[src/rtl/mjr_pkg.sv]
package mjr_pkg;

	// Reference clock and bit time.
	localparam int CLK_HZ = 20_000_000;
	localparam int CLK_NS = 50;
	localparam int BIT_NS = 100;

	// Printed times in their own units.
	localparam int SQE_DELAY_NS = 800;
	localparam int SQE_LEN_NS   = 800;
	localparam int JAB_MS       = 50;
	localparam int UNJAB_MIN_MS = 250;
	localparam int UNJAB_MAX_MS = 750;
	localparam int RST_MIN_NS   = 2000;
	localparam int RST_EXT_NS   = 10000;

	// Cycle counts derived from the times; least times round up.
	localparam int SQE_DELAY_CYC = (SQE_DELAY_NS + CLK_NS - 1) / CLK_NS;
	localparam int SQE_LEN_CYC   = (SQE_LEN_NS + CLK_NS - 1) / CLK_NS;
	localparam int JAB_CYC       = JAB_MS * (CLK_HZ / 1000);
	localparam int UNJAB_CYC     = UNJAB_MIN_MS * (CLK_HZ / 1000);
	localparam int RST_EXT_CYC   = (RST_EXT_NS + CLK_NS - 1) / CLK_NS;

	// Counter widths.
	localparam int LONG_W  = 23;
	localparam int SHORT_W = 8;

	// Two-entry receive buffer.
	localparam int BUF_DEPTH = 2;
	localparam int BUF_AW    = 1;

	// Idle levels of the attachment unit pairs.
	localparam logic CI_IDLE = 1'b1;
	localparam logic DI_IDLE = 1'b1;

	// One symbol of a serial stream with its squelch flag.
	typedef struct packed {
		logic data;
		logic active;
	} mjr_sym_t;

	localparam mjr_sym_t SYM_IDLE = '{data: 1'b1, active: 1'b0};

	// Control states, one-hot.
	typedef enum logic [6:0] {
		ST_IDLE     = 7'h01,
		ST_READY    = 7'h02,
		ST_XMIT     = 7'h04,
		ST_SQE_WAIT = 7'h08,
		ST_SQE      = 7'h10,
		ST_JABBER   = 7'h20,
		ST_UNJAB    = 7'h40
	} mjr_state_t;

endpackage

[src/rtl/mjr_timer.sv]
`timescale 1ns/1ps
`default_nettype none
module mjr_timer
	import mjr_pkg::*;
(
	// Clock and reset.
	input  wire logic              clock_i,
	input  wire logic              nrst_i,
	// Control.
	input  wire logic              load_i,
	input  wire logic [LONG_W-1:0] load_val_i,
	input  wire logic              en_i,
	// Status.
	output logic                   expired_o
);

	logic [LONG_W-1:0] count_ff;
	logic [LONG_W-1:0] nxt_count;

	// Load wins over counting; the count parks at zero.
	always_comb begin
		nxt_count = count_ff;
		if (load_i) begin
			nxt_count = load_val_i;
		end else if (en_i && count_ff != '0) begin
			nxt_count = count_ff - 1'b1;
		end
	end

	always_ff @(posedge clock_i or negedge nrst_i) begin
		if (!nrst_i) begin
			count_ff <= '0;
		end else begin
			count_ff <= nxt_count;
		end
	end

	assign expired_o = (count_ff == '0);

endmodule
`default_nettype wire

[src/rtl/mjr_buf2.sv]
`timescale 1ns/1ps
`default_nettype none
module mjr_buf2
	import mjr_pkg::*;
(
	// Clock and reset.
	input  wire logic     clock_i,
	input  wire logic     nrst_i,
	input  wire logic     flush_i,
	// Filling side.
	input  wire logic     in_valid_i,
	output logic          in_ready_o,
	input  wire mjr_sym_t in_data_i,
	// Draining side.
	output logic          out_valid_o,
	input  wire logic     out_ready_i,
	output mjr_sym_t      out_data_o
);

	mjr_sym_t          slot_ff [BUF_DEPTH];
	logic [BUF_AW-1:0] wr_ff;
	logic [BUF_AW-1:0] rd_ff;
	logic [1:0]        cnt_ff;
	logic [BUF_AW-1:0] nxt_wr;
	logic [BUF_AW-1:0] nxt_rd;
	logic [1:0]        nxt_cnt;
	logic              push;
	logic              pop;

	// Pointer and fill bookkeeping; a full buffer refuses new words.
	always_comb begin
		in_ready_o  = (cnt_ff != 2'(BUF_DEPTH));
		out_valid_o = (cnt_ff != 2'h0);
		push        = in_valid_i && in_ready_o;
		pop         = out_valid_o && out_ready_i;
		nxt_wr      = push ? wr_ff + 1'b1 : wr_ff;
		nxt_rd      = pop ? rd_ff + 1'b1 : rd_ff;
		nxt_cnt     = 2'(cnt_ff + {1'b0, push} - {1'b0, pop});
		if (flush_i) begin
			nxt_wr  = '0;
			nxt_rd  = '0;
			nxt_cnt = 2'h0;
		end
	end

	always_ff @(posedge clock_i or negedge nrst_i) begin
		if (!nrst_i) begin
			wr_ff  <= '0;
			rd_ff  <= '0;
			cnt_ff <= 2'h0;
		end else begin
			wr_ff  <= nxt_wr;
			rd_ff  <= nxt_rd;
			cnt_ff <= nxt_cnt;
		end
	end

	// Each entry captures the incoming word when it is the write target.
	for (genvar g = 0; g < BUF_DEPTH; g++) begin : g_slot
		mjr_sym_t nxt_slot;
		always_comb begin
			nxt_slot = slot_ff[g];
			if (push && wr_ff == BUF_AW'(g)) begin
				nxt_slot = in_data_i;
			end
		end
		always_ff @(posedge clock_i or negedge nrst_i) begin
			if (!nrst_i) begin
				slot_ff[g] <= SYM_IDLE;
			end else begin
				slot_ff[g] <= nxt_slot;
			end
		end
	end

	assign out_data_o = slot_ff[rd_ff];

endmodule
`default_nettype wire

[src/rtl/mjr_top.sv]
// Contract
// - With heartbeat_select low, send an SQE burst after every transmission; the code sends none after a jabbered transmission or in test mode.
// - SQE burst is 10 MHz on CI for eight bit times.
// - SQE burst starts eight bit times after transmit activity ends.
// - With heartbeat_select high, no SQE burst is produced.
// - Transmit active beyond 50 ms stops twisted-pair transmission.
// - On jabber, disable transmitter and drive continuous 10 MHz on CI.
// - After DO goes idle, wait unjab time, then stop CI, restore transmit.
// - Transmit indicator stays inactive while jabbering.
// - Power-on reset and powerdown_reset_n both reset the block.
// - In power-down, drivers low, CI and DI high, indicators inactive.
// - Block stays idle as long as powerdown_reset_n is low.
// - After powerdown_reset_n rises, stay in reset 10 microseconds more.
// - Test pin high selects loopback; heartbeat_select picks its type.
// - Station test: DO to twisted-pair drivers, twisted-pair receive to DI.
// - Repeater test: DO looped to DI, receive retransmitted on drivers.
// - Test modes disable jabber, collision detect and collision oscillator.
// - Simultaneous DO and receive activity drives 10 MHz on CI.
`timescale 1ns/1ps
`default_nettype none
module mjr_top
	import mjr_pkg::*;
#(
	parameter logic [LONG_W-1:0] JAB_CYC_P   = LONG_W'(JAB_CYC),
	parameter logic [LONG_W-1:0] UNJAB_CYC_P = LONG_W'(UNJAB_CYC)
) (
	// Clock and power-on reset.
	input  wire logic clock_i,
	input  wire logic nrst_i,
	// Mode pins.
	input  wire logic powerdown_reset_n_i,
	input  wire logic heartbeat_select_i,
	input  wire logic test_mode_i,
	// Attachment unit side.
	input  wire logic do_data_i,
	input  wire logic do_active_i,
	output logic      di_data_o,
	output logic      di_active_o,
	input  wire logic di_ready_i,
	output logic      ci_o,
	// Twisted-pair side.
	input  wire logic tp_rx_data_i,
	input  wire logic tp_rx_active_i,
	output logic      tp_rx_ready_o,
	output logic      tp_drive_pair_o,
	output logic      tp_predistort_pair_o,
	// Status indicators.
	output logic      transmit_indicator_o,
	output logic      receive_indicator_o,
	output logic      link_ok_indicator_o,
	output logic      polarity_indicator_o
);

	mjr_state_t         st_ff;
	mjr_state_t         nxt_st;
	logic [SHORT_W-1:0] cnt_ff;
	logic [SHORT_W-1:0] nxt_cnt;
	logic [SHORT_W-1:0] rst_cnt_ff;
	logic [SHORT_W-1:0] nxt_rst_cnt;
	logic               run_w;
	logic               t_load;
	logic [LONG_W-1:0]  t_val;
	logic               t_en;
	logic               t_expired;
	logic               tx_path;
	logic               col;
	logic               osc_on;
	logic               ci_ff;
	logic               nxt_ci;
	logic               tp_ff;
	logic               nxt_tp;
	logic               pre_ff;
	logic               xmt_ff;
	logic               nxt_xmt;
	logic               rcv_ff;
	logic               nxt_rcv;
	logic               link_ff;
	mjr_sym_t           sym_in;
	mjr_sym_t           sym_out;
	logic               buf_valid;
	logic               buf_ready;

	// Reset stretch: the pin holds the counter loaded, and the block only
	// runs once the counter has drained after the pin rises.
	always_comb begin
		nxt_rst_cnt = rst_cnt_ff;
		if (!powerdown_reset_n_i) begin
			nxt_rst_cnt = SHORT_W'(RST_EXT_CYC);
		end else if (rst_cnt_ff != '0) begin
			nxt_rst_cnt = rst_cnt_ff - 1'b1;
		end
	end

	// Power-up also waits out the stretch, so both resets look alike.
	always_ff @(posedge clock_i or negedge nrst_i) begin
		if (!nrst_i) begin
			rst_cnt_ff <= SHORT_W'(RST_EXT_CYC);
		end else begin
			rst_cnt_ff <= nxt_rst_cnt;
		end
	end

	assign run_w = powerdown_reset_n_i && (rst_cnt_ff == '0);

	// Main control sequence: transmit, heartbeat and jabber recovery.
	always_comb begin
		nxt_st  = st_ff;
		nxt_cnt = cnt_ff;
		t_load  = 1'b0;
		t_val   = JAB_CYC_P;
		t_en    = 1'b0;
		case (st_ff)
			ST_IDLE: begin
				nxt_st = ST_READY;
			end
			ST_READY: begin
				if (do_active_i) begin
					nxt_st = ST_XMIT;
					t_load = 1'b1;
				end
			end
			ST_XMIT: begin
				t_en = 1'b1;
				if (!do_active_i) begin
					if (!heartbeat_select_i) begin
						nxt_st  = ST_SQE_WAIT;
						nxt_cnt = SHORT_W'(SQE_DELAY_CYC - 1);
					end else begin
						nxt_st = ST_READY;
					end
				end else if (t_expired) begin
					nxt_st = ST_JABBER;
				end
			end
			ST_SQE_WAIT: begin
				if (cnt_ff == '0) begin
					nxt_st  = ST_SQE;
					nxt_cnt = SHORT_W'(SQE_LEN_CYC - 1);
				end else begin
					nxt_cnt = cnt_ff - 1'b1;
				end
			end
			ST_SQE: begin
				if (cnt_ff == '0) begin
					nxt_st = ST_READY;
				end else begin
					nxt_cnt = cnt_ff - 1'b1;
				end
			end
			ST_JABBER: begin
				if (!do_active_i) begin
					nxt_st = ST_UNJAB;
					t_load = 1'b1;
					t_val  = UNJAB_CYC_P;
				end
			end
			ST_UNJAB: begin
				t_en = 1'b1;
				if (do_active_i) begin
					nxt_st = ST_JABBER;
				end else if (t_expired) begin
					nxt_st = ST_READY;
				end
			end
			default: begin
				nxt_st = ST_IDLE;
			end
		endcase
		// Power-down wins over everything; test mode parks the sequence so
		// jabber and heartbeat cannot start.
		if (!run_w) begin
			nxt_st = ST_IDLE;
		end else if (test_mode_i) begin
			nxt_st = ST_READY;
		end
	end

	always_ff @(posedge clock_i or negedge nrst_i) begin
		if (!nrst_i) begin
			st_ff  <= ST_IDLE;
			cnt_ff <= '0;
		end else begin
			st_ff  <= nxt_st;
			cnt_ff <= nxt_cnt;
		end
	end

	// Long interval counter shared by jabber and unjab timing.
	mjr_timer u_timer (
		.clock_i    (clock_i),
		.nrst_i     (nrst_i),
		.load_i     (t_load),
		.load_val_i (t_val),
		.en_i       (t_en),
		.expired_o  (t_expired)
	);

	// Pin outputs. The oscillator toggles every clock, which at the 20 MHz
	// reference gives the 10 MHz CI burst without a second clock.
	always_comb begin
		tx_path = do_active_i && (st_ff == ST_READY || st_ff == ST_XMIT);
		col     = (st_ff == ST_XMIT) && do_active_i && tp_rx_active_i;
		osc_on  = run_w && !test_mode_i && (col || st_ff == ST_SQE
			|| st_ff == ST_JABBER || st_ff == ST_UNJAB);
		nxt_ci  = osc_on ? ~ci_ff : CI_IDLE;
		nxt_tp  = 1'b0;
		if (!run_w) begin
			nxt_tp = 1'b0;
		end else if (test_mode_i) begin
			nxt_tp = heartbeat_select_i ? tp_rx_data_i
				: do_data_i;
		end else if (tx_path) begin
			nxt_tp = do_data_i;
		end
		nxt_xmt = run_w && !test_mode_i && tx_path;
		nxt_rcv = run_w && tp_rx_active_i;
	end

	always_ff @(posedge clock_i or negedge nrst_i) begin
		if (!nrst_i) begin
			ci_ff   <= CI_IDLE;
			tp_ff   <= 1'b0;
			pre_ff  <= 1'b0;
			xmt_ff  <= 1'b0;
			rcv_ff  <= 1'b0;
			link_ff <= 1'b0;
		end else begin
			ci_ff   <= nxt_ci;
			tp_ff   <= nxt_tp;
			pre_ff  <= run_w ? tp_ff : 1'b0;
			xmt_ff  <= nxt_xmt;
			rcv_ff  <= nxt_rcv;
			link_ff <= run_w;
		end
	end

	// Receive path toward DI goes through the buffer so a stalled
	// receiver does not drop symbols; repeater test feeds DO in instead.
	always_comb begin
		if (test_mode_i && heartbeat_select_i) begin
			sym_in = '{data: do_data_i, active: do_active_i};
		end else begin
			sym_in = '{data: tp_rx_data_i, active: tp_rx_active_i};
		end
	end

	mjr_buf2 u_buf (
		.clock_i     (clock_i),
		.nrst_i      (nrst_i),
		.flush_i     (!run_w),
		.in_valid_i  (run_w && sym_in.active),
		.in_ready_o  (buf_ready),
		.in_data_i   (sym_in),
		.out_valid_o (buf_valid),
		.out_ready_i (di_ready_i),
		.out_data_o  (sym_out)
	);

	assign tp_rx_ready_o        = buf_ready;
	assign di_data_o            = buf_valid ? sym_out.data : DI_IDLE;
	assign di_active_o          = buf_valid;
	assign ci_o                 = ci_ff;
	assign tp_drive_pair_o      = tp_ff;
	assign tp_predistort_pair_o = pre_ff;
	assign transmit_indicator_o = xmt_ff;
	assign receive_indicator_o  = rcv_ff;
	assign link_ok_indicator_o  = link_ff;
	assign polarity_indicator_o = 1'b0;
endmodule
`default_nettype wire

[config.mk]
export PLATFORM = sky130hd
export DESIGN_NAME = mjr_top
export DESIGN_NICKNAME = d
export VERILOG_FILES = /design/src/rtl/mjr_pkg.sv /design/src/rtl/mjr_timer.sv /design/src/rtl/mjr_buf2.sv /design/src/rtl/mjr_top.sv
export SDC_FILE = /design/constraint.sdc
export NUM_CORES = 1
export LEC_CHECK = 0
export ABC_AREA = 1
export BUFFER_PORTS_ARGS = -buffer_cell sky130_fd_sc_hd__clkbuf_2
export CAP_MARGIN = 20
export CORE_ASPECT_RATIO = 2
export CORE_MARGIN = 2
export CORE_UTILIZATION = 58
export DETAILED_ROUTE_END_ITERATION = 8
export PLACE_DENSITY = 0.8
export SETUP_SLACK_MARGIN = 0.1
export SYNTH_ARGS = -nofsm -noshare
export SYNTH_HDL_FRONTEND = slang
export SYNTH_HIERARCHICAL = 1
export SYNTH_SLANG_ARGS = --single-unit
export TNS_END_PERCENT = 1
[constraint.sdc]
create_clock -name clock_i -period 2.66 [get_ports clock_i]
set_input_delay 0.532 -clock clock_i [delete_from_list [all_inputs] [get_ports clock_i]]
set_output_delay 0.532 -clock clock_i [all_outputs]
set_load 0.01 [all_outputs]
==> run metrics <==
fin crit share=between 80% and 90%; PD cells=534.3 mW/mm2; Final Routed Wirelength=about 8400 um; clk_skew=around 0.0048 ns; first-pass GRT wire length=about 15000 um; maximum clock frequency=0.4409 GHz; Total GRT Usage=about 24%; Num CTS Buffers=9; max_slew headroom=approximately 52%; clock latency on the worst-skew pair=~0.33 ns; CTS clk-pin slew, worst paths=around 0.05 ns; setup tns final=0 ns; WP data arrival=roughly 2.5 ns; R2R setup slack=about 0.39 ns; Peak VDD IR=0.0005559 V; share of cells above drive strength 1=a little under a fifth; syn avg cell area=around 7.4 um2; post-CTS setup buffer count=0; DRT antenna net count=0; Synth Instances=around 550; die width=approximately 63 um; class of the worst hold path=primary input to async pin; Placeable Area=between 0.006 and 0.007 mm2; antenna cells=0; post-CTS resize count=0; status=complete, no violations; Leak Pwr=2.262 nW; fillcell total=approximately 580; DRT Pass-1 Iters=5; DRC Markers=0; crit path kind=flip-flop to flip-flop; peak fanout along the critical path=6; First DRT Iteration DRCs=about 210; # clock sinks=between 50 and 60; Synth Warn #=6; mapped cell area=slightly above 0.004 mm2; hold-fix buffer count after cts=0; nature of the critical path endpoint=flip-flop; worst-margin pin slew=between 0.7 and 0.8 ns; fin util=about two thirds; vias in the first global route=3394; Vias/cell=5.217; Post-layout nets=~600; Die Y=between 100 and 150 um; post-DP HPWL=approximately 6100 um; H-Tree Depth=3; Reg-to-Reg Start=rst_cnt_ff[0]$_DFFE_PN0P_; IO Port Bufs=18; routed len/inst=12.33 um; TritonCTS clock tree=yes; Area growth, synth to finish=14.05%; Initial Utilization=58.89%; Ports=20; Remaining Overflow, GRT=0; Slew Limit Fails=0; final hold vios=0; R2R Path End=u_buf/cnt_ff[1]$_DFF_PN0_; Final Setup Violations=0; required time of the critical path=between 2 and 3 ns; via count=around 3600; Cell Rows=43; FF-to-FF path depth=13; largest net degree at the start of global routing=24; Die ar.=between 0.007 and 0.008 mm2; routability congestion estimate=roughly 0.9; Final Critical Period=roughly 2.3 ns; Max-Cap Viols=0; CTS root buffer=clkbuf_16; initial antenna violation count=0; Longest Clk Path Bufs=2; unrepaired setup endpoints after global routing=no; crit start category=flip-flop
[critical path: stages (launching register included)]
cell	delay, ns
dfrtp_1	0.35
inv_1	0.12
ha_1	0.23
inv_2	0.07
nor3_4	0.17
nand4_4	0.10
nor2_1	0.33
nand2_1	0.11
ha_1	0.29
inv_1	0.06
ha_1	0.16
nand3_1	0.08
nand2_1	0.06
nor2_1	0.04
[sequential cells by signal, indices dropped and copies added, names as in the netlist]
| signal | count |
|---|---|
| ci_o | 1 |
| cnt_ff | 8 |
| link_ok_indicator_o | 1 |
| receive_indicator_o | 1 |
| rst_cnt_ff | 8 |
| st_ff | 7 |
| tp_drive_pair_o | 1 |
| tp_predistort_pair_o | 1 |
| transmit_indicator_o | 1 |
| u_buf/cnt_ff | 2 |
| u_buf/rd_ff | 1 |
| u_buf/slot_ff | 2 |
| u_buf/wr_ff | 1 |
| u_timer/count_ff | 23 |
[cell usage in the layout (no fill, tap or decap), drive strengths merged, types with 8 or more instances in the layout]
master and instances:
dfrtp 51, xor2 13, nand4 13, nand2 153
nand3 72, o21ai 22, nor2 85, inv 74
nor3 8, clkbuf 30, a21oi 11, conb 19
[per-stage QoR]
stage          power [mW]  hold slack, ns  cell area (um2)  setup slack [ns]  std cells
2_1_floorplan       1.106          0.2364             4088            0.5525        564
3_3_place_gp        1.164          0.4502             4250            0.5125        666
3_5_place_dp        1.169          0.4545             4250            0.4498        666
4_1_cts             2.471          0.1779             4589            0.3970        682
5_1_grt             2.552          0.2086             4589            0.1827        682
6_report            2.452          0.1652             4589            0.3921        682
[area by class of cell]
cell class,count,area (um2),share of cell area (%)
clock buffer,12,266.5,5.807
clock inverter,4,72.57,1.581
inverter,74,285.3,6.216
multi-input combinational,421,2265,49.35
sequential,58,1460,31.82
tap,90,112.6,2.454
timing repair buffer,23,127.6,2.781
[layer usage]
layer  global-route usage (%)  share of wire [%]  routed length, um  vias to the layer above
li1                         -                  -                  -                     1823
met1                    31.03                 45               3768                     1642
met2                    39.16                 49               4142                       77
met3                    4.340                3.8                318                       16
met4                    12.36                2.2                183                        0
met5                        0                  0                  0                        -
[worst max path at each step]
stage                                 to  slack [ns]                       from
4_1_cts        u_buf/cnt_ff[1]$_DFF_PN0_        0.40  rst_cnt_ff[0]$_DFFE_PN0P_
6_report       u_buf/cnt_ff[1]$_DFF_PN0_        0.39  rst_cnt_ff[0]$_DFFE_PN0P_
5_1_grt        u_buf/cnt_ff[1]$_DFF_PN0_        0.18  rst_cnt_ff[0]$_DFFE_PN0P_
2_1_floorplan  u_buf/cnt_ff[0]$_DFF_PN0_        0.55  rst_cnt_ff[0]$_DFFE_PN0P_
3_5_place_dp   u_buf/cnt_ff[1]$_DFF_PN0_        0.45  rst_cnt_ff[0]$_DFFE_PN0P_
3_3_place_gp   u_buf/cnt_ff[0]$_DFF_PN0_        0.51  rst_cnt_ff[0]$_DFFE_PN0P_
[power by group]
group / switching [mW] / total, mW / internal, mW
clock: 0.399 / 1.29 / 0.893
combinational: 0.136 / 0.205 / 0.0694
sequential: 0.0382 / 0.955 / 0.917
Note: power is estimated with default switching activity, not from simulation.
